**src/core/rail_enable_defs.svh**
```systemverilog
/*
 * Register offsets, field positions, used-bit masks and timing counts for the
 * rail enable sequencing block.
 * Assumes a 200 MHz core clock and a byte-wide register port.
 */
`ifndef RAIL_ENABLE_DEFS_SVH
`define RAIL_ENABLE_DEFS_SVH

`define OFF_CONV6_EDGE_DELAY   8'h18
`define OFF_LSW_POWER_GOOD_FLAG_MASK     8'h19
`define OFF_LSW_ENABLE_SELECT  8'h1A

`define FALL_DELAY_HI          5
`define FALL_DELAY_LO          3
`define RISE_DELAY_HI          2
`define RISE_DELAY_LO          0
`define PG_THRESH_HI           6
`define PG_THRESH_LO           5
`define EN_SOURCE_HI           4
`define EN_SOURCE_LO           2
`define MASK_SHARED_BIT        1
`define MASK_SECOND_BIT        0

`define CONV6_EDGE_DELAY_USED  8'h3F
`define LSW_SELECT_USED        8'h7F

`define CLK_FREQ_KHZ           200000
`define MS_TICK_CYCLES         (`CLK_FREQ_KHZ)

`endif

```
**src/core/rail_enable_pkg.sv**
```systemverilog
/*
 * Types for the rail enable sequencing block.
 * Assumes rail_enable_defs.svh supplies the numbers.
 */
package rail_enable_pkg;
    typedef enum logic [1:0] {
        PG_1V5,
        PG_1V8,
        PG_2V5,
        PG_3V3
    } pg_threshold_t;

    typedef enum logic [2:0] {
        SRC_CONTROL_INPUT_1,
        SRC_CONTROL_INPUT_2,
        SRC_CONTROL_INPUT_5,
        SRC_CONTROL_INPUT_4,
        SRC_CONTROL_INPUT_3,
        SRC_CONTROL_INPUT_3_AND_4,
        SRC_CONTROL_INPUT_6,
        SRC_ALWAYS
    } en_source_t;

    typedef enum logic [1:0] {
        DLY_IDLE,
        DLY_RISE,
        DLY_FALL
    } delay_state_t;
endpackage

```
**src/core/edge_delay_if.sv**
```systemverilog
/*
 * Interface carrying the enable and delay codes to the edge delay unit.
 * Assumes all users share core_clk.
 */
`timescale 1ns/1ps
interface edge_delay_if;
    logic       en_in;
    logic [2:0] rise_code;
    logic [2:0] fall_code;
    logic       ms_tick;
    logic       en_out;
    modport ctrl  (output en_in, output rise_code, output fall_code, output ms_tick,
                   input en_out);
    modport delay (input en_in, input rise_code, input fall_code, input ms_tick,
                   output en_out);
endinterface

```
**src/core/edge_delay_unit.sv**
```systemverilog
/*
 * Delays rising and falling edges of an enable by coded millisecond counts.
 * Assumes a one-cycle millisecond tick from the parent.
 */
`timescale 1ns/1ps
`include "rail_enable_defs.svh"
module edge_delay_unit (
    input  wire logic  core_clk,
    input  wire logic  resetn,
    edge_delay_if.delay dl
);
    rail_enable_pkg::delay_state_t state_q, state_d;
    logic [6:0] count_q, count_d;
    logic       out_q,   out_d;

    // Code to delay in ms
    function automatic logic [6:0] code_ms(input logic [2:0] code);
        case (code)
            3'h0: code_ms = 7'h00;
            3'h1: code_ms = 7'h02;
            3'h2: code_ms = 7'h04;
            3'h3: code_ms = 7'h08;
            3'h4: code_ms = 7'h10;
            3'h5: code_ms = 7'h18;
            3'h6: code_ms = 7'h20;
            default: code_ms = 7'h40;
        endcase
    endfunction

    always_comb begin
        state_d = state_q;
        count_d = count_q;
        out_d   = out_q;
        case (state_q)
            rail_enable_pkg::DLY_IDLE: begin
                if (dl.en_in && !out_q) begin
                    count_d = code_ms(dl.rise_code);
                    if (code_ms(dl.rise_code) == 7'h00) begin
                        out_d = 1'b1;
                    end else begin
                        state_d = rail_enable_pkg::DLY_RISE;
                    end
                end else if (!dl.en_in && out_q) begin
                    count_d = code_ms(dl.fall_code);
                    if (code_ms(dl.fall_code) == 7'h00) begin
                        out_d = 1'b0;
                    end else begin
                        state_d = rail_enable_pkg::DLY_FALL;
                    end
                end
            end
            rail_enable_pkg::DLY_RISE: begin
                if (!dl.en_in) begin
                    state_d = rail_enable_pkg::DLY_IDLE;
                end else if (dl.ms_tick) begin
                    count_d = count_q - 7'h01;
                    if (count_q == 7'h01) begin
                        out_d   = 1'b1;
                        state_d = rail_enable_pkg::DLY_IDLE;
                    end
                end
            end
            rail_enable_pkg::DLY_FALL: begin
                if (dl.en_in) begin
                    state_d = rail_enable_pkg::DLY_IDLE;
                end else if (dl.ms_tick) begin
                    count_d = count_q - 7'h01;
                    if (count_q == 7'h01) begin
                        out_d   = 1'b0;
                        state_d = rail_enable_pkg::DLY_IDLE;
                    end
                end
            end
            default: state_d = rail_enable_pkg::DLY_IDLE;
        endcase
    end

    always_ff @(posedge core_clk or negedge resetn) begin
        if (!resetn) begin
            state_q <= rail_enable_pkg::DLY_IDLE;
            count_q <= 7'h00;
            out_q   <= 1'b0;
        end else begin
            state_q <= state_d;
            count_q <= count_d;
            out_q   <= out_d;
        end
    end

    assign dl.en_out = out_q;
endmodule

```
**src/core/rail_enable_sequencing.sv**
```systemverilog
/*
 * Rail enable sequencing: converter six edge delays and load switch A
 * enable logic, with a byte register port and OTP default load.
 * Assumes control inputs and power-good flags are asynchronous pins and
 * that OTP defaults are stable when otp_valid rises.
 */
`timescale 1ns/1ps
`include "rail_enable_defs.svh"
module rail_enable_sequencing #(
    parameter int MS_CYCLES = `MS_TICK_CYCLES
) (
    input  wire logic       core_clk,
    input  wire logic       resetn,
    input  wire logic [7:0] reg_addr,
    input  wire logic [7:0] reg_wdata,
    input  wire logic       reg_write,
    input  wire logic       reg_read,
    output logic      [7:0] reg_rdata,
    input  wire logic [7:0] otp_conv6_edge_delay,
    input  wire logic [7:0] otp_lsw_power_good_flag_mask,
    input  wire logic [7:0] otp_lsw_enable_select,
    input  wire logic       otp_valid,
    input  wire logic [6:1] control_input,
    input  wire logic       converter_six_enable_req,
    input  wire logic [7:0] rail_power_good_flag,
    input  wire logic       shared_switch_linear_pg,
    input  wire logic       load_switch_b_pg,
    output logic            converter_six_enable,
    output logic            load_switch_a_enable,
    output logic      [1:0] load_switch_pg_threshold,
    output logic            config_loaded
);
    ////////////////////////////////////////////////////////////////////////
    // Pin synchronisers
    logic [9:0] pin_meta_q, pin_sync_q;
    logic [9:0] pin_raw;
    logic [7:0] flag_meta_q, flag_sync_q;
    // Bit 0 pads the word so control inputs keep their numbers
    assign pin_raw = {load_switch_b_pg, shared_switch_linear_pg,
                      converter_six_enable_req, control_input, 1'b0};

    always_ff @(posedge core_clk or negedge resetn) begin
        if (!resetn) begin
            pin_meta_q  <= 10'h000;
            pin_sync_q  <= 10'h000;
            flag_meta_q <= 8'h00;
            flag_sync_q <= 8'h00;
        end else begin
            pin_meta_q  <= pin_raw;
            pin_sync_q  <= pin_meta_q;
            flag_meta_q <= rail_power_good_flag;
            flag_sync_q <= flag_meta_q;
        end
    end

    ////////////////////////////////////////////////////////////////////////
    // Registers, loaded from OTP then written by software
    logic [7:0] edge_delay_q,   edge_delay_d;
    logic [7:0] power_good_flag_mask_q,   power_good_flag_mask_d;
    logic [7:0] enable_sel_q,   enable_sel_d;
    logic       loaded_q,       loaded_d;
    logic [7:0] rdata_q,        rdata_d;

    // Register index of a byte address, 2'h3 when unmapped
    function automatic logic [1:0] reg_index(input logic [7:0] addr);
        if (addr == `OFF_CONV6_EDGE_DELAY) begin
            reg_index = 2'h0;
        end else if (addr == `OFF_LSW_POWER_GOOD_FLAG_MASK) begin
            reg_index = 2'h1;
        end else if (addr == `OFF_LSW_ENABLE_SELECT) begin
            reg_index = 2'h2;
        end else begin
            reg_index = 2'h3;
        end
    endfunction

    // Reserved bits are held at zero in every path
    always_comb begin
        edge_delay_d = edge_delay_q;
        power_good_flag_mask_d = power_good_flag_mask_q;
        enable_sel_d = enable_sel_q;
        loaded_d     = loaded_q;
        rdata_d      = rdata_q;
        // Defaults land once, on the first valid cycle after reset
        if (!loaded_q) begin
            if (otp_valid) begin
                edge_delay_d = otp_conv6_edge_delay & `CONV6_EDGE_DELAY_USED;
                power_good_flag_mask_d = otp_lsw_power_good_flag_mask;
                enable_sel_d = otp_lsw_enable_select & `LSW_SELECT_USED;
                loaded_d     = 1'b1;
            end
        end else if (reg_write) begin
            if (reg_index(reg_addr) == 2'h0) begin
                edge_delay_d = reg_wdata & `CONV6_EDGE_DELAY_USED;
            end else if (reg_index(reg_addr) == 2'h1) begin
                power_good_flag_mask_d = reg_wdata;
            end else if (reg_index(reg_addr) == 2'h2) begin
                enable_sel_d = reg_wdata & `LSW_SELECT_USED;
            end
        end
        if (reg_read) begin
            if (reg_index(reg_addr) == 2'h0) begin
                rdata_d = edge_delay_q;
            end else if (reg_index(reg_addr) == 2'h1) begin
                rdata_d = power_good_flag_mask_q;
            end else if (reg_index(reg_addr) == 2'h2) begin
                rdata_d = enable_sel_q;
            end else begin
                rdata_d = 8'h00;
            end
        end
    end

    always_ff @(posedge core_clk or negedge resetn) begin
        if (!resetn) begin
            edge_delay_q <= 8'h00;
            power_good_flag_mask_q <= 8'h00;
            enable_sel_q <= 8'h00;
            loaded_q     <= 1'b0;
            rdata_q      <= 8'h00;
        end else begin
            edge_delay_q <= edge_delay_d;
            power_good_flag_mask_q <= power_good_flag_mask_d;
            enable_sel_q <= enable_sel_d;
            loaded_q     <= loaded_d;
            rdata_q      <= rdata_d;
        end
    end

    ////////////////////////////////////////////////////////////////////////
    // Millisecond tick divider, restarted on every request edge
    logic [31:0] div_q, div_d;
    logic        tick_q, tick_d;
    logic        req_prev_q, req_prev_d;
    logic        req_on;

    // Restart keeps each delay a whole number of periods
    always_comb begin
        req_on     = pin_sync_q[7] & loaded_q;
        req_prev_d = req_on;
        tick_d     = 1'b0;
        div_d      = div_q + 32'h1;
        if (req_on != req_prev_q) begin
            div_d = 32'h0;
        end else if (div_q == 32'(MS_CYCLES - 1)) begin
            div_d  = 32'h0;
            tick_d = 1'b1;
        end
    end

    always_ff @(posedge core_clk or negedge resetn) begin
        if (!resetn) begin
            div_q      <= 32'h0;
            tick_q     <= 1'b0;
            req_prev_q <= 1'b0;
        end else begin
            div_q      <= div_d;
            tick_q     <= tick_d;
            req_prev_q <= req_prev_d;
        end
    end

    ////////////////////////////////////////////////////////////////////////
    // Converter six edge delay
    edge_delay_if c6_if ();
    // Request waits for the defaults
    assign c6_if.en_in     = req_on;
    assign c6_if.rise_code = edge_delay_q[`RISE_DELAY_HI:`RISE_DELAY_LO];
    assign c6_if.fall_code = edge_delay_q[`FALL_DELAY_HI:`FALL_DELAY_LO];
    assign c6_if.ms_tick   = tick_q;

    edge_delay_unit u_conv6_delay (
        .core_clk (core_clk),
        .resetn   (resetn),
        .dl       (c6_if.delay)
    );

    ////////////////////////////////////////////////////////////////////////
    // Load switch A enable
    // Control selector: picks the enable source of the load switch
    function automatic logic select_source(input logic [2:0] code, input logic [6:1] ctl);
        case (rail_enable_pkg::en_source_t'(code))
            rail_enable_pkg::SRC_CONTROL_INPUT_1:       select_source = ctl[1];
            rail_enable_pkg::SRC_CONTROL_INPUT_2:       select_source = ctl[2];
            rail_enable_pkg::SRC_CONTROL_INPUT_5:       select_source = ctl[5];
            rail_enable_pkg::SRC_CONTROL_INPUT_4:       select_source = ctl[4];
            rail_enable_pkg::SRC_CONTROL_INPUT_3:       select_source = ctl[3];
            rail_enable_pkg::SRC_CONTROL_INPUT_3_AND_4: select_source = ctl[3] & ctl[4];
            rail_enable_pkg::SRC_CONTROL_INPUT_6:       select_source = ctl[6];
            default:                         select_source = 1'b1;
        endcase
    endfunction

    logic lsw_en_q, lsw_en_d;
    // Extra flop so the delayed enable leaves from a register
    logic c6_en_q;
    logic src_on, pg_ok;

    // Flag order: linear three, linear two, converters six to one
    always_comb begin
        src_on = select_source(enable_sel_q[`EN_SOURCE_HI:`EN_SOURCE_LO], pin_sync_q[6:1]);
        pg_ok  = &(flag_sync_q | power_good_flag_mask_q)
               & (pin_sync_q[8] | enable_sel_q[`MASK_SHARED_BIT])
               & (pin_sync_q[9] | enable_sel_q[`MASK_SECOND_BIT]);
        lsw_en_d = loaded_q & src_on & pg_ok;
    end

    always_ff @(posedge core_clk or negedge resetn) begin
        if (!resetn) begin
            lsw_en_q <= 1'b0;
            c6_en_q  <= 1'b0;
        end else begin
            lsw_en_q <= lsw_en_d;
            c6_en_q  <= c6_if.en_out;
        end
    end

    assign reg_rdata                = rdata_q;
    assign converter_six_enable     = c6_en_q;
    assign load_switch_a_enable     = lsw_en_q;
    assign load_switch_pg_threshold = enable_sel_q[`PG_THRESH_HI:`PG_THRESH_LO];
    assign config_loaded            = loaded_q;
endmodule

```
**config.mk**
```make
export PLATFORM = sky130hd
export DESIGN_NAME = rail_enable_sequencing
export DESIGN_NICKNAME = d
export VERILOG_FILES = /design/src/core/rail_enable_pkg.sv /design/src/core/edge_delay_if.sv /design/src/core/edge_delay_unit.sv /design/src/core/rail_enable_sequencing.sv
export VERILOG_INCLUDE_DIRS = /design/src /design/src/core
export SDC_FILE = /design/constraint.sdc
export NUM_CORES = 1
export LEC_CHECK = 0
export ABC_AREA = 1
export BUFFER_PORTS_ARGS = -buffer_cell sky130_fd_sc_hd__buf_4
export CORE_UTILIZATION = 30
export CTS_BUF_LIST = sky130_fd_sc_hd__clkbuf_4
export CTS_CLUSTER_DIAMETER = 50
export CTS_CLUSTER_SIZE = 30
export DETAILED_ROUTE_END_ITERATION = 10
export PLACE_DENSITY_LB_ADDON = 0.25
export SLEW_MARGIN = 30
export SYNTH_ARGS = -nofsm -noshare
export SYNTH_HDL_FRONTEND = slang
export SYNTH_SLANG_ARGS = --single-unit
```
**constraint.sdc**
```tcl
create_clock -name core_clk -period 1.9 [get_ports core_clk]
set_input_delay 0.095 -clock core_clk [delete_from_list [all_inputs] [get_ports core_clk]]
set_output_delay 0.095 -clock core_clk [all_outputs]
set_load 0.005 [all_outputs]
```
* After elaboration in Yosys (flattened, before gate mapping) *
Index checks and enable logic that the tools add are counted.

storage, ports and cells
  output and inout port bits = 13
  word-level logic and storage cells = 171
  bits of input ports = 62
  register bits = 113

cells by class
  add/subtract/negate cells = 2
  eq/ne operators = 47
  muxes and demuxes = 75
  bitwise gates (word level) = 9
  reductions and logical operators = 21

operator list
  kind                   number
  $mux 8                 18
  $pmux 7 s7             2
  $mux 32                2
  $mux 7                 9
  $mux 2                 25
  $add 32x1->32 const B  1
  $eq 32x18->1 const B   1
  $eq 3x3->1 const B     9
  $eq 8x5->1 const B     3
  $pmux 7 s3             1
  $eq 3x2->1 const B     6
  $mux 1                 15
  $logic_not 7->1        2
  $ne 2x2->1 const B     7
  $ne 2x1->1 const B     5
  $reduce_and 10->1      1
  $eq 3x1->1 const B     3
  $logic_not 3->1        3
  $or 8x8->8             1
  $reduce_and 4->1       2
  $reduce_and 8->1       1
  $eq 7x1->1 const B     1
  $pmux 1 s7             1
  $sub 7x1->7 const B    1
  17 further kinds       34

* Depth between registers and ports, before layout *
Gate-level depths: netlist of run 1.

  depth after elaboration = 21
  depth in mapped cells = 10
  depth with buffers taken out = 10

* By module *
Synthesis of run 1 repeated with hierarchy kept, for this count alone.

unflattened totals
  cell total of the unflattened synthesis = 755
  area total of the unflattened synthesis = 5739.3 um^2

by module, submodules not included
  module                  cells an instance  times used  seq. area each (um^2)  area an instance (um^2)
  rail_enable_sequencing  597                1           2502.4                 4740.8
  edge_delay_unit         158                1           250.2                  998.5

* Worst setup path before layout of run 1 *
Ideal clock, no wire load.

  kind = register -> register
  start point = register u_conv6_delay.state_q[0]
  end point = register u_conv6_delay.count_q[2]
  period minus slack after synthesis = 1.510 ns
  cell stages (with the launch flop) = 10
  setup time = 0.131 ns
  data arrival time = 1.379 ns
  buffers on the path = 1
  data required time = 1.769 ns
  slack = 0.390 ns
  cell sequence = dfrtp_1 -> inv_1 -> ha_1 -> inv_1 -> buf_2 -> o21ai_0 -> nand2_1 -> nand2_1 -> nand2_1 -> o21ai_1

between the ends
  word-level cells in the longest chain between the ends = 3
  elaborated cells on any way between the ends = 9
  those cells by class = eq/ne: 5; mux: 1; reduce/logical: 3

RTL lines
  what                                                RTL line               RTL
  start, declared                                     edge_delay_unit.sv:12  rail_enable_pkg::delay_state_t state_q, state_d;
  start signal, assigned                              edge_delay_unit.sv:80  state_q <= rail_enable_pkg::DLY_IDLE;
  start signal, assigned                              edge_delay_unit.sv:84  state_q <= state_d;
  $eq 2x2->1, or another cell as far along            edge_delay_unit.sv:34  case (state_q)
  $ne 2x2->1 (no line), or another cell as far along  n/a
  $reduce_and 4->1 (no line)                          n/a
  end signal, assigned                                edge_delay_unit.sv:85  count_q <= count_d;
  end, declared                                       edge_delay_unit.sv:13  logic [6:0] count_q, count_d;

Several ways; a longest one is shown, not always the timed one.
A chain may end at the register's enable or synchronous reset.

* Worst setup path after layout of run 1 *
  start point = register loaded_q (netlist: config_loaded)
  end point = register power_good_flag_mask_q[7]

between the ends
  word-level cells in the longest chain between the ends = 2
  elaborated cells on any way between the ends = 6
  those cells by class = eq/ne: 3; mux: 1; reduce/logical: 2

RTL lines
  what                                                RTL line                       RTL
  start, declared                                     rail_enable_sequencing.sv:61   logic loaded_q, loaded_d;
  start signal, assigned                              rail_enable_sequencing.sv:125  loaded_q <= loaded_d;
  $ne 2x1->1 (no line), or another cell as far along  n/a
  $reduce_and 4->1 (no line)                          n/a
  end signal, assigned                                rail_enable_sequencing.sv:123  power_good_flag_mask_q <= power_good_flag_mask_d;
  end, declared                                       rail_enable_sequencing.sv:59   logic [7:0] power_good_flag_mask_q, power_good_flag_mask_d;

Several ways; a longest one is shown, not always the timed one.

==> results.md, run 1 <==
* Result of the run: completed
* Filler Cell Count at 1965
* Number of I/O port buffers at 71
* Fin area at 7260 sq um
* Max Clock Freq at 577 MHz
* Largest voltage drop on the vdd net at 0.000401 V
* Setup crit end kind: flop
* First-pass GRT wire length at roughly 25000 um
* Post-CTS Setup Repair Bufs at 0
* Initial cell density of the core at 30.7%
* Cell area after synthesis at around 5800 sq um
* Min Tclk post-route at 1.73 ns
* Number of sinks driven by the clock tree at 110
* Total power per unit cell area at 753 nW/um^2
* Highest-count cells in the layout ignoring fill and taps: 288 x nand2_1, 110 x dfrtp_1, 107 x nor2_1, 79 x buf_4, 73 x nand3_1
* Number of core rows at 50
* Static leakage power at ~3.5 nW
* Worst-path cell chain: buf_4 > mux2i_1 > dlygate4sd3_1 > o21ai_2
* Post-layout worst setup margin at 0.167 ns
* Largest net degree at the start of global routing at 41
* Number of vias after detailed routing at 5035
* Clock tree from TritonCTS: built
* Initial antenna violation count at 1
* Number of endpoints failing setup at the final stage at 0
* Clock Skews at about 0.016 ns
* Post-layout nets at 957
* Relative slew slack at 66.0%
* Per-cell via count in the routed design at around 4.5
* Pins over their slew limit at 0
* Critical Path RT at around 2.3 ns
* WL/cell at 13.1 um
* Setup repair after global routing missed its margin: no
* Cell type of the slowest stage on the worst timing path: dfrtp_1
* Clock tree root buffer cell: clkbuf_4
* Worst Hold Class: in2reg
* DRC violation total after the first TritonRoute iteration at about 250
* Global-route congestion overflow total at 0
* DIE AREA at 19800 sq um
* Maximum capacitance violations at 0
* Final clock period utilization by the worst path at 91.2%
* Mean cell area of the mapped netlist at 7.59 sq um
* Kind of launch point of the worst setup path: flop
* Area added between synthesis and finish at 26.2%
* Clock Latency Late Sink at about 0.5 ns
* CP Class: reg2reg
* Final non-filler cell total at 1128
* Pre-CTS WS at 0.268 ns
* Vias in the first global route at 4959
* H-Tree Depth at 3
* Synth Instances at 759
* Biggest fanout along the worst timing path at 10
* CTS max path bufs at 2
* Wire length after detailed routing at 14800 um
* Fraction of layout cells with a size suffix above 1 at 16.8%
* DRC violations left at 0
* Placer's final routability congestion estimate at 0.846
* Io pins at 75
* Sequential cell area fraction in the yosys report at 47.8%
* First-pass detailed-route iteration total at 5
* Number of nets produced by synthesis at 828
* Transition at the pin with the smallest max-transition slack at 0.511 ns
* Number of buffers created by CTS at 9
* Arrival time worst endpoint at 2.15 ns
* Aggregate global-route resource usage at 16.2%
* Post-Route Setup TNS at 0 ns
* Width of the die at 141 um
* Final hold slack at slightly above 0.05 ns
* Core region area at between 15000 and 20000 sq um
* Number of routed nets with antenna violations at 0
* Most common cell after layout, fill and taps aside: nand2_1
* Yosys warns at 0
* Flop and latch count out of synthesis at 110
* Die span in y at 141 um
* Peak per-stage delay on the critical path at 0.59 ns
* Post-DP HPWL at 11100 um
* # placed instances at 1062
* Final-report hold violation count at 0
* Number of distinct standard cells referenced by the synthesized netlist at 36
* Clock edge transition at the registers on the reported setup and hold paths at 0.19 ns
* Area of placed instances at 6630 sq um
-- through the flow --
| stage | utilization (%) | power (W) |
|---|---|---|
| 5_1_grt | 38.7 | 0.00589 |
| 6_report | 38.7 | 0.00547 |
| 3_3_place_gp | 35.3 | 0.00424 |
| 4_1_cts | 38.7 | 0.00557 |
| 2_1_floorplan | - | 0.00371 |
| 3_5_place_dp | 35.3 | 0.00425 |
-- final timing paths --
| path | start | to | slack [ns] | depth (start not counted) |
|---|---|---|---|---|
| max | config_loaded$_DFF_PN0_ | power_good_flag_mask_q[7]$_DFFE_PN0P_ | 0.17 | 4 |
| min | reg_addr[0] | reg_rdata[7]$_DFFE_PN0P_ | 0.05 | 5 |
| min in group asynchronous | resetn | div_q[9]$_DFF_PN0_ | 0.08 | 2 |
| max in group asynchronous | resetn | u_conv6_delay.count_q[3]$_DFFE_PN0P_ | 1.20 | 3 |
| min reg2reg | flag_meta_q[5]$_DFF_PN0_ | flag_sync_q[5]$_DFF_PN0_ | 0.35 | 0 |
| max reg2reg | config_loaded$_DFF_PN0_ | power_good_flag_mask_q[7]$_DFFE_PN0P_ | 0.17 | 4 |
-- routing by layer --
metal	up-vias	track usage, %	part of all wire, %
met5	-	0	0
met4	0	5.38	2.2
met3	24	2.87	4.1
met2	117	25.0	44
met1	2256	22.9	50
li1	2638	-	-
-- state kept, by name (all words and copies together) (netlist names) --
signal and flops:
div_q 32, pin_meta_q 9, pin_sync_q 9, flag_meta_q 8, flag_sync_q 8, power_good_flag_mask_q 8
reg_rdata 8, enable_sel_q 7, u_conv6_delay.count_q 7, edge_delay_q 6, u_conv6_delay.state_q 2, c6_if.ms_tick 1
config_loaded 1, converter_six_enable 1, load_switch_a_enable 1, req_prev_q 1, u_conv6_delay.dl.en_out 1
-- where the power goes --
part	internal, W	leakage, nW	switching (W)
combinational	0.000659	1.95	0.000901
sequential	0.00253	1.42	0.000192
clock	0.000310	0.0770	0.000876
-- worst max-delay path: cells and delay by family (launching register included) --
| family | cells | cell delay, ns |
|---|---|---|
| muxes | 1 | 0.18 |
| buffers and inverters | 2 | 0.83 |
| AOI/OAI and AO/OA | 1 | 0.06 |
| DFF | 1 | 0.59 |
-- synth_stat cells (all sizes together) --
cell | count | area (sq um)
and3 | 1 | 6.26
mux2i | 1 | 10.0
xnor2 | 6 | 60.1
dfrtp | 110 | 2750
nor3 | 9 | 67.6
o211ai | 3 | 36.3
clkinv | 1 | 3.75
o21ai | 21 | 139
o22ai | 2 | 12.5
a21boi | 7 | 52.6
clkbuf | 2 | 7.51
nand4 | 6 | 43.8
xor2 | 8 | 70.1
a21oi | 4 | 20.0
nand2 | 298 | 1160
ha | 7 | 87.6
buf | 11 | 68.8
nor3b | 1 | 7.51
nor2 | 121 | 514
nand3 | 75 | 385
inv | 61 | 229
or2 | 4 | 25.0
-- what timing repair did --
action                                 CTS  global route
hold buffers                            49             0
endpoints found under the hold margin  157             0
resized for setup                        0             0
-- cell families after synthesis --
kind of cell	count (synthesis)	share of synthesized area (%)
fa+ha+maj	7	1.52
compound gates	37	4.52
buf+inv	75	5.37
mux	1	0.174
xor+xnor	14	2.26
simple gates	515	38.4
flops	110	47.8
-- final cells by class --
class	count	area [sq um]	area share, %
Multi-Input combinational cell	574	2700	37.1
Clock inverter	7	76.3	1.05
Antenna cell	1	2.50	0.0344
Timing Repair Buffer	131	1140	15.7
Sequential cell	110	2750	37.9
Tap cell	234	293	4.03
Clock buffer	9	67.6	0.930
Inverter	62	233	3.20
Power figures use the tool's default switching activity.
==> run 2, diff against run 1 <==
Settings changed: SLEW_MARGIN 30 to 40, SYNTH_HIERARCHICAL set to 1.
==> run 2 against run 1 <==
  * Clock skew increased by 0.0028 ns
  * Combinational power increased by 6%
  * Sequential share of layout area increased by 0.072 points
  * Routed wire length decreased by 0.53%
  * Utilization increased by 0.056 points
  * Global-route usage decreased by 0.24 points
  * Worst setup slack improved by 0.063 ns
  * Largest cell class unchanged
==> results.md, run 2 <==
* Yosys warns at 6 (was 0)
* Core region area at 18700 sq um (was 18800 sq um)
* Number of core rows at 50 (unchanged)
* Setup crit end kind: flop (unchanged)
* Mean cell area of the mapped netlist at 7.60 sq um (was 7.59 sq um)
* Number of enable flip-flop cells after synthesis at 0 (unchanged)
* Cell types with the highest counts after synthesis: 256 x nand2_1, 126 x nor2_1, 110 x dfrtp_1 (was 288 x nand2_1, 110 x dfrtp_1, 107 x nor2_1)
* Setup repair after global routing missed its margin: no (unchanged)
* Kind of launch point of the worst setup path: flop (unchanged)
* DRC violations left at 0 (unchanged)
* Max FFs per register at 32 (unchanged)
* Wire length after detailed routing at 14700 um (was 14800 um)
* Flop and latch count out of synthesis at 110 (unchanged)
* Final clock period utilization by the worst path at 87.9% (was 91.2%)
* CP Class: reg2reg (unchanged)
* Switching power total at 0.00214 W (was 0.00197 W)
* Clock edge transition at the registers on the reported setup and hold paths at 0.20 ns (was 0.19 ns)
* Critical Path RT at 2.31 ns (was 2.32 ns)
* Largest registers: div_q x32, pin_meta_q x9, pin_sync_q x9 (unchanged)
* Worst Hold Class: in2reg (unchanged)
* Most Frequent Cell on Critical Path: nor2_2
* Max Clock Freq at 598 MHz (was 577 MHz)
* Aggregate global-route resource usage at 16.0% (was 16.2%)
* Final hold slack at 0.0365 ns (was 0.0515 ns)
* Post-DP HPWL at 11000 um (was 11100 um)
* Total power per unit cell area at 786 nW/um^2 (was 753 nW/um^2)
* Arrival time worst endpoint at 2.08 ns (was 2.15 ns)
* Largest net degree at the start of global routing at 37 (was 41)
* Number of instances on the worst hold path at 4 (was 5)
* H-Tree Depth at 3 (unchanged)
* Reg2reg setup slack at 0.23 ns (was 0.17 ns)
* Worst-path cell chain: inv_1 > ha_2 > inv_2 > nor2_2 > nor2_2 > nand2_4 > a21oi_1 > a21oi_2 (was buf_4 > mux2i_1 > dlygate4sd3_1 > o21ai_2)
* Number of buffers created by CTS at 9 (unchanged)
* Min Tclk post-route at 1.67 ns (was 1.73 ns)
* Clock Latency Late Sink at 0.52 ns (was 0.50 ns)
* Io pins at 75 (unchanged)
* Pins over their slew limit at 0 (unchanged)
* Number of nets produced by synthesis at 825 (was 828)
* Per-cell via count in the routed design at 4.48 (was 4.46)
* Maximum capacitance violations at 0 (unchanged)
* Global-route congestion overflow total at 0 (unchanged)
* Clock Power Share at 23.2% (was 21.7%)
* Number of sinks driven by the clock tree at 110 (unchanged)
* Number of distinct standard cells referenced by the synthesized netlist at 41 (was 36)
* Top area cells in the synthesized netlist: dfrtp_1 48%, nand2_1 17%, nor2_1 8.2% (was dfrtp_1 48%, nand2_1 19%, nor2_1 7.0%)
* Peak per-stage delay on the critical path at 0.46 ns (was 0.59 ns)
* Area added between synthesis and finish at 26.3% (was 26.2%)
* Placer's final routability congestion estimate at 0.902 (was 0.846)
* Yosys top cell by area: dfrtp_1 (unchanged)
* Internal power consumption at 0.00357 W (was 0.00350 W)
* Area of placed instances at 6580 sq um (was 6630 sq um)
* Number of vias after detailed routing at 5043 (was 5035)
* Yosys top cell area share at 48.0% (was 47.8%)
* Die span in y at 140 um (was 141 um)
* Switching Share at 37.5% (was 36.0%)
* Post-Route Setup TNS at 0 ns (unchanged)
* First-pass detailed-route iteration total at 5 (unchanged)
* Fraction of layout cells with a size suffix above 1 at 16.0% (was 16.8%)
* Relative slew slack at 67.3% (was 66.0%)
* Cell area after synthesis at 5740 sq um (was 5760 sq um)
* Largest register by flop count: div_q (unchanged)
* Synth Instances at 755 (was 759)
* Number of I/O port buffers at 71 (unchanged)
* Most common cell after layout, fill and taps aside: nand2_1 (unchanged)
* WL/cell at 13.1 um (about the same)
* Sequential cell area fraction in the yosys report at 48.0% (was 47.8%)
* Fin area at 7250 sq um (was 7260 sq um)
* Static leakage power at 3.42 nW (was 3.45 nW)
* Sequential group share of total power at 47.6% (was 49.8%)
* Length in cells of the worst reg-to-reg path at 8 (was 4)
* First-pass GRT wire length at 24500 um (was 24900 um)
* Initial antenna violation count at 2 (was 1)
* Final-report hold violation count at 0 (unchanged)
* Width of the die at 140 um (was 141 um)
* Clock tree from TritonCTS: built (unchanged)
* Count leader, synth: nand2_1 (unchanged)
* CTS max path bufs at 2 (unchanged)
* Initial cell density of the core at 30.7% (about the same)
* Share of async-settable or async-resettable flops after synthesis at 100% (unchanged)
* Biggest fanout along the worst timing path at 8 (was 10)
* Post-CTS Setup Repair Bufs at 0 (unchanged)
* Largest voltage drop on the vdd net at 0.000315 V (was 0.000401 V)
* Top_reg_cell synth: dfrtp_1 (unchanged)
* Highest-count cells in the layout ignoring fill and taps: 255 x nand2_1, 126 x nor2_1, 110 x dfrtp_1, 83 x buf_4, 71 x inv_1 (was 288 x nand2_1, 110 x dfrtp_1, 107 x nor2_1, 79 x buf_4, 73 x nand3_1)
* Vias in the first global route at 4954 (was 4959)
* Number of routed nets with antenna violations at 0 (unchanged)
* Clock tree root buffer cell: clkbuf_4 (unchanged)
* DRC violation total after the first TritonRoute iteration at 258 (was 254)
* Cell type of the slowest stage on the worst timing path: dfrtp_1 (unchanged)
* Filler Cell Count at 1926 (was 1965)
* Logic pwr share at 29.2% (was 28.5%)
* Post-layout nets at 955 (was 957)
* Clock Skews at 0.0191 ns (was 0.0163 ns)
* Transition at the pin with the smallest max-transition slack at 0.491 ns (was 0.511 ns)
* Number of endpoints failing setup at the final stage at 0 (unchanged)
* DIE AREA at 19700 sq um (was 19800 sq um)
* Result of the run: completed (unchanged)
-- run 2: cell count changes in the layout (fill, tap and decap cells not counted), sizes merged, moves of 2 or more --
cell / delta
nand4: +3
buf: +2
nor3: -5
nor2: +16
a21oi: +4
xor2: +2
o21ai: +17
nand3b: +2
inv: +16
nand2: -38
nand3: -21
-- run 2: what timing repair did --
item | in CTS | in global routing
setup endpoints to repair | 0 | 13
hold endpoints to repair | 157 | 0
gates resized for setup | 0 | 5
hold buffers | 48 | 0
-- run 2: area by class of cell --
type / count / area [sq um] / share of cell area (%)
sequential: 110 / 2750 / 38.0
clock inverter: 7 / 101 / 1.40
tap: 234 / 293 / 4.04
timing repair buffer: 132 / 1120 / 15.5
multi-input combinational: 555 / 2610 / 36.0
inverter: 77 / 294 / 4.06
antenna: 2 / 5.00 / 0.0690
clock buffer: 9 / 67.6 / 0.932
-- run 2: layer usage --
layer	vias to the layer above	part of all wire, %	track usage [%]
met2	97	45	25.7
met5	-	0	0
met4	0	1.4	4.51
li1	2625	-	-
met1	2307	50	21.6
met3	14	3.9	3.45
-- run 2: per-stage QoR --
stage / cells / setup slack, ns / power (W) / util [%]
after CTS: 1124 / 0.146 / 0.00577 / 38.7
after global placement: 1060 / 0.203 / 0.00433 / 35.2
after detailed placement: 1060 / 0.197 / 0.00434 / 35.2
final: 1126 / 0.229 / 0.00570 / 38.8
after global routing: 1126 / 0.0432 / 0.00614 / 38.8
after floorplan: 755 / 0.236 / 0.00389 / -
-- run 2: final timing paths --
| check | start | to |
|---|---|---|
| hold / removal | reg_wdata[5] | enable_sel_q[5]$_DFFE_PN0P_ |
| max in group asynchronous | resetn | u_conv6_delay/dl.en_out$_DFFE_PN0P_ |
| setup / recovery | u_conv6_delay/state_q[1]$_DFFE_PN0P_ | u_conv6_delay/count_q[5]$_DFFE_PN0P_ |
| min in group asynchronous | resetn | div_q[27]$_DFF_PN0_ |
| hold reg to reg | pin_meta_q[1]$_DFF_PN0_ | pin_sync_q[1]$_DFF_PN0_ |
| setup reg to reg | u_conv6_delay/state_q[1]$_DFFE_PN0P_ | u_conv6_delay/count_q[5]$_DFFE_PN0P_ |
-- run 2: power by group through the flow --
| stage | registers (W) | clock network (W) | logic, W |
|---|---|---|---|
| final | 0.00271 | 0.00132 | 0.00166 |
| after global routing | 0.00274 | 0.00148 | 0.00191 |
| after CTS | 0.00271 | 0.00139 | 0.00167 |
| after detailed placement | 0.00276 | 0 | 0.00158 |
| after global placement | 0.00276 | 0 | 0.00157 |
| after floorplan | 0.00271 | 0 | 0.00118 |
-- run 2: logic make-up after synthesis --
kind of cell             after synthesis  share of synthesized area [%]
flip-flops                           110                           48.0
XOR/XNOR                              15                           2.42
adder cells (fa/ha/maj)                8                           1.74
AO/OA/AOI/OAI                         61                           7.06
buffers and inverters                 90                           6.71
AND/OR/NAND/NOR                      471                           34.1
-- run 2: worst max-delay path, delay by kind of cell, from the launching register on --
kind            cells  cell delay (ns)
flops               1             0.46
buf+inv             2             0.27
fa+ha+maj           1             0.34
compound gates      2             0.24
simple gates        3             0.27
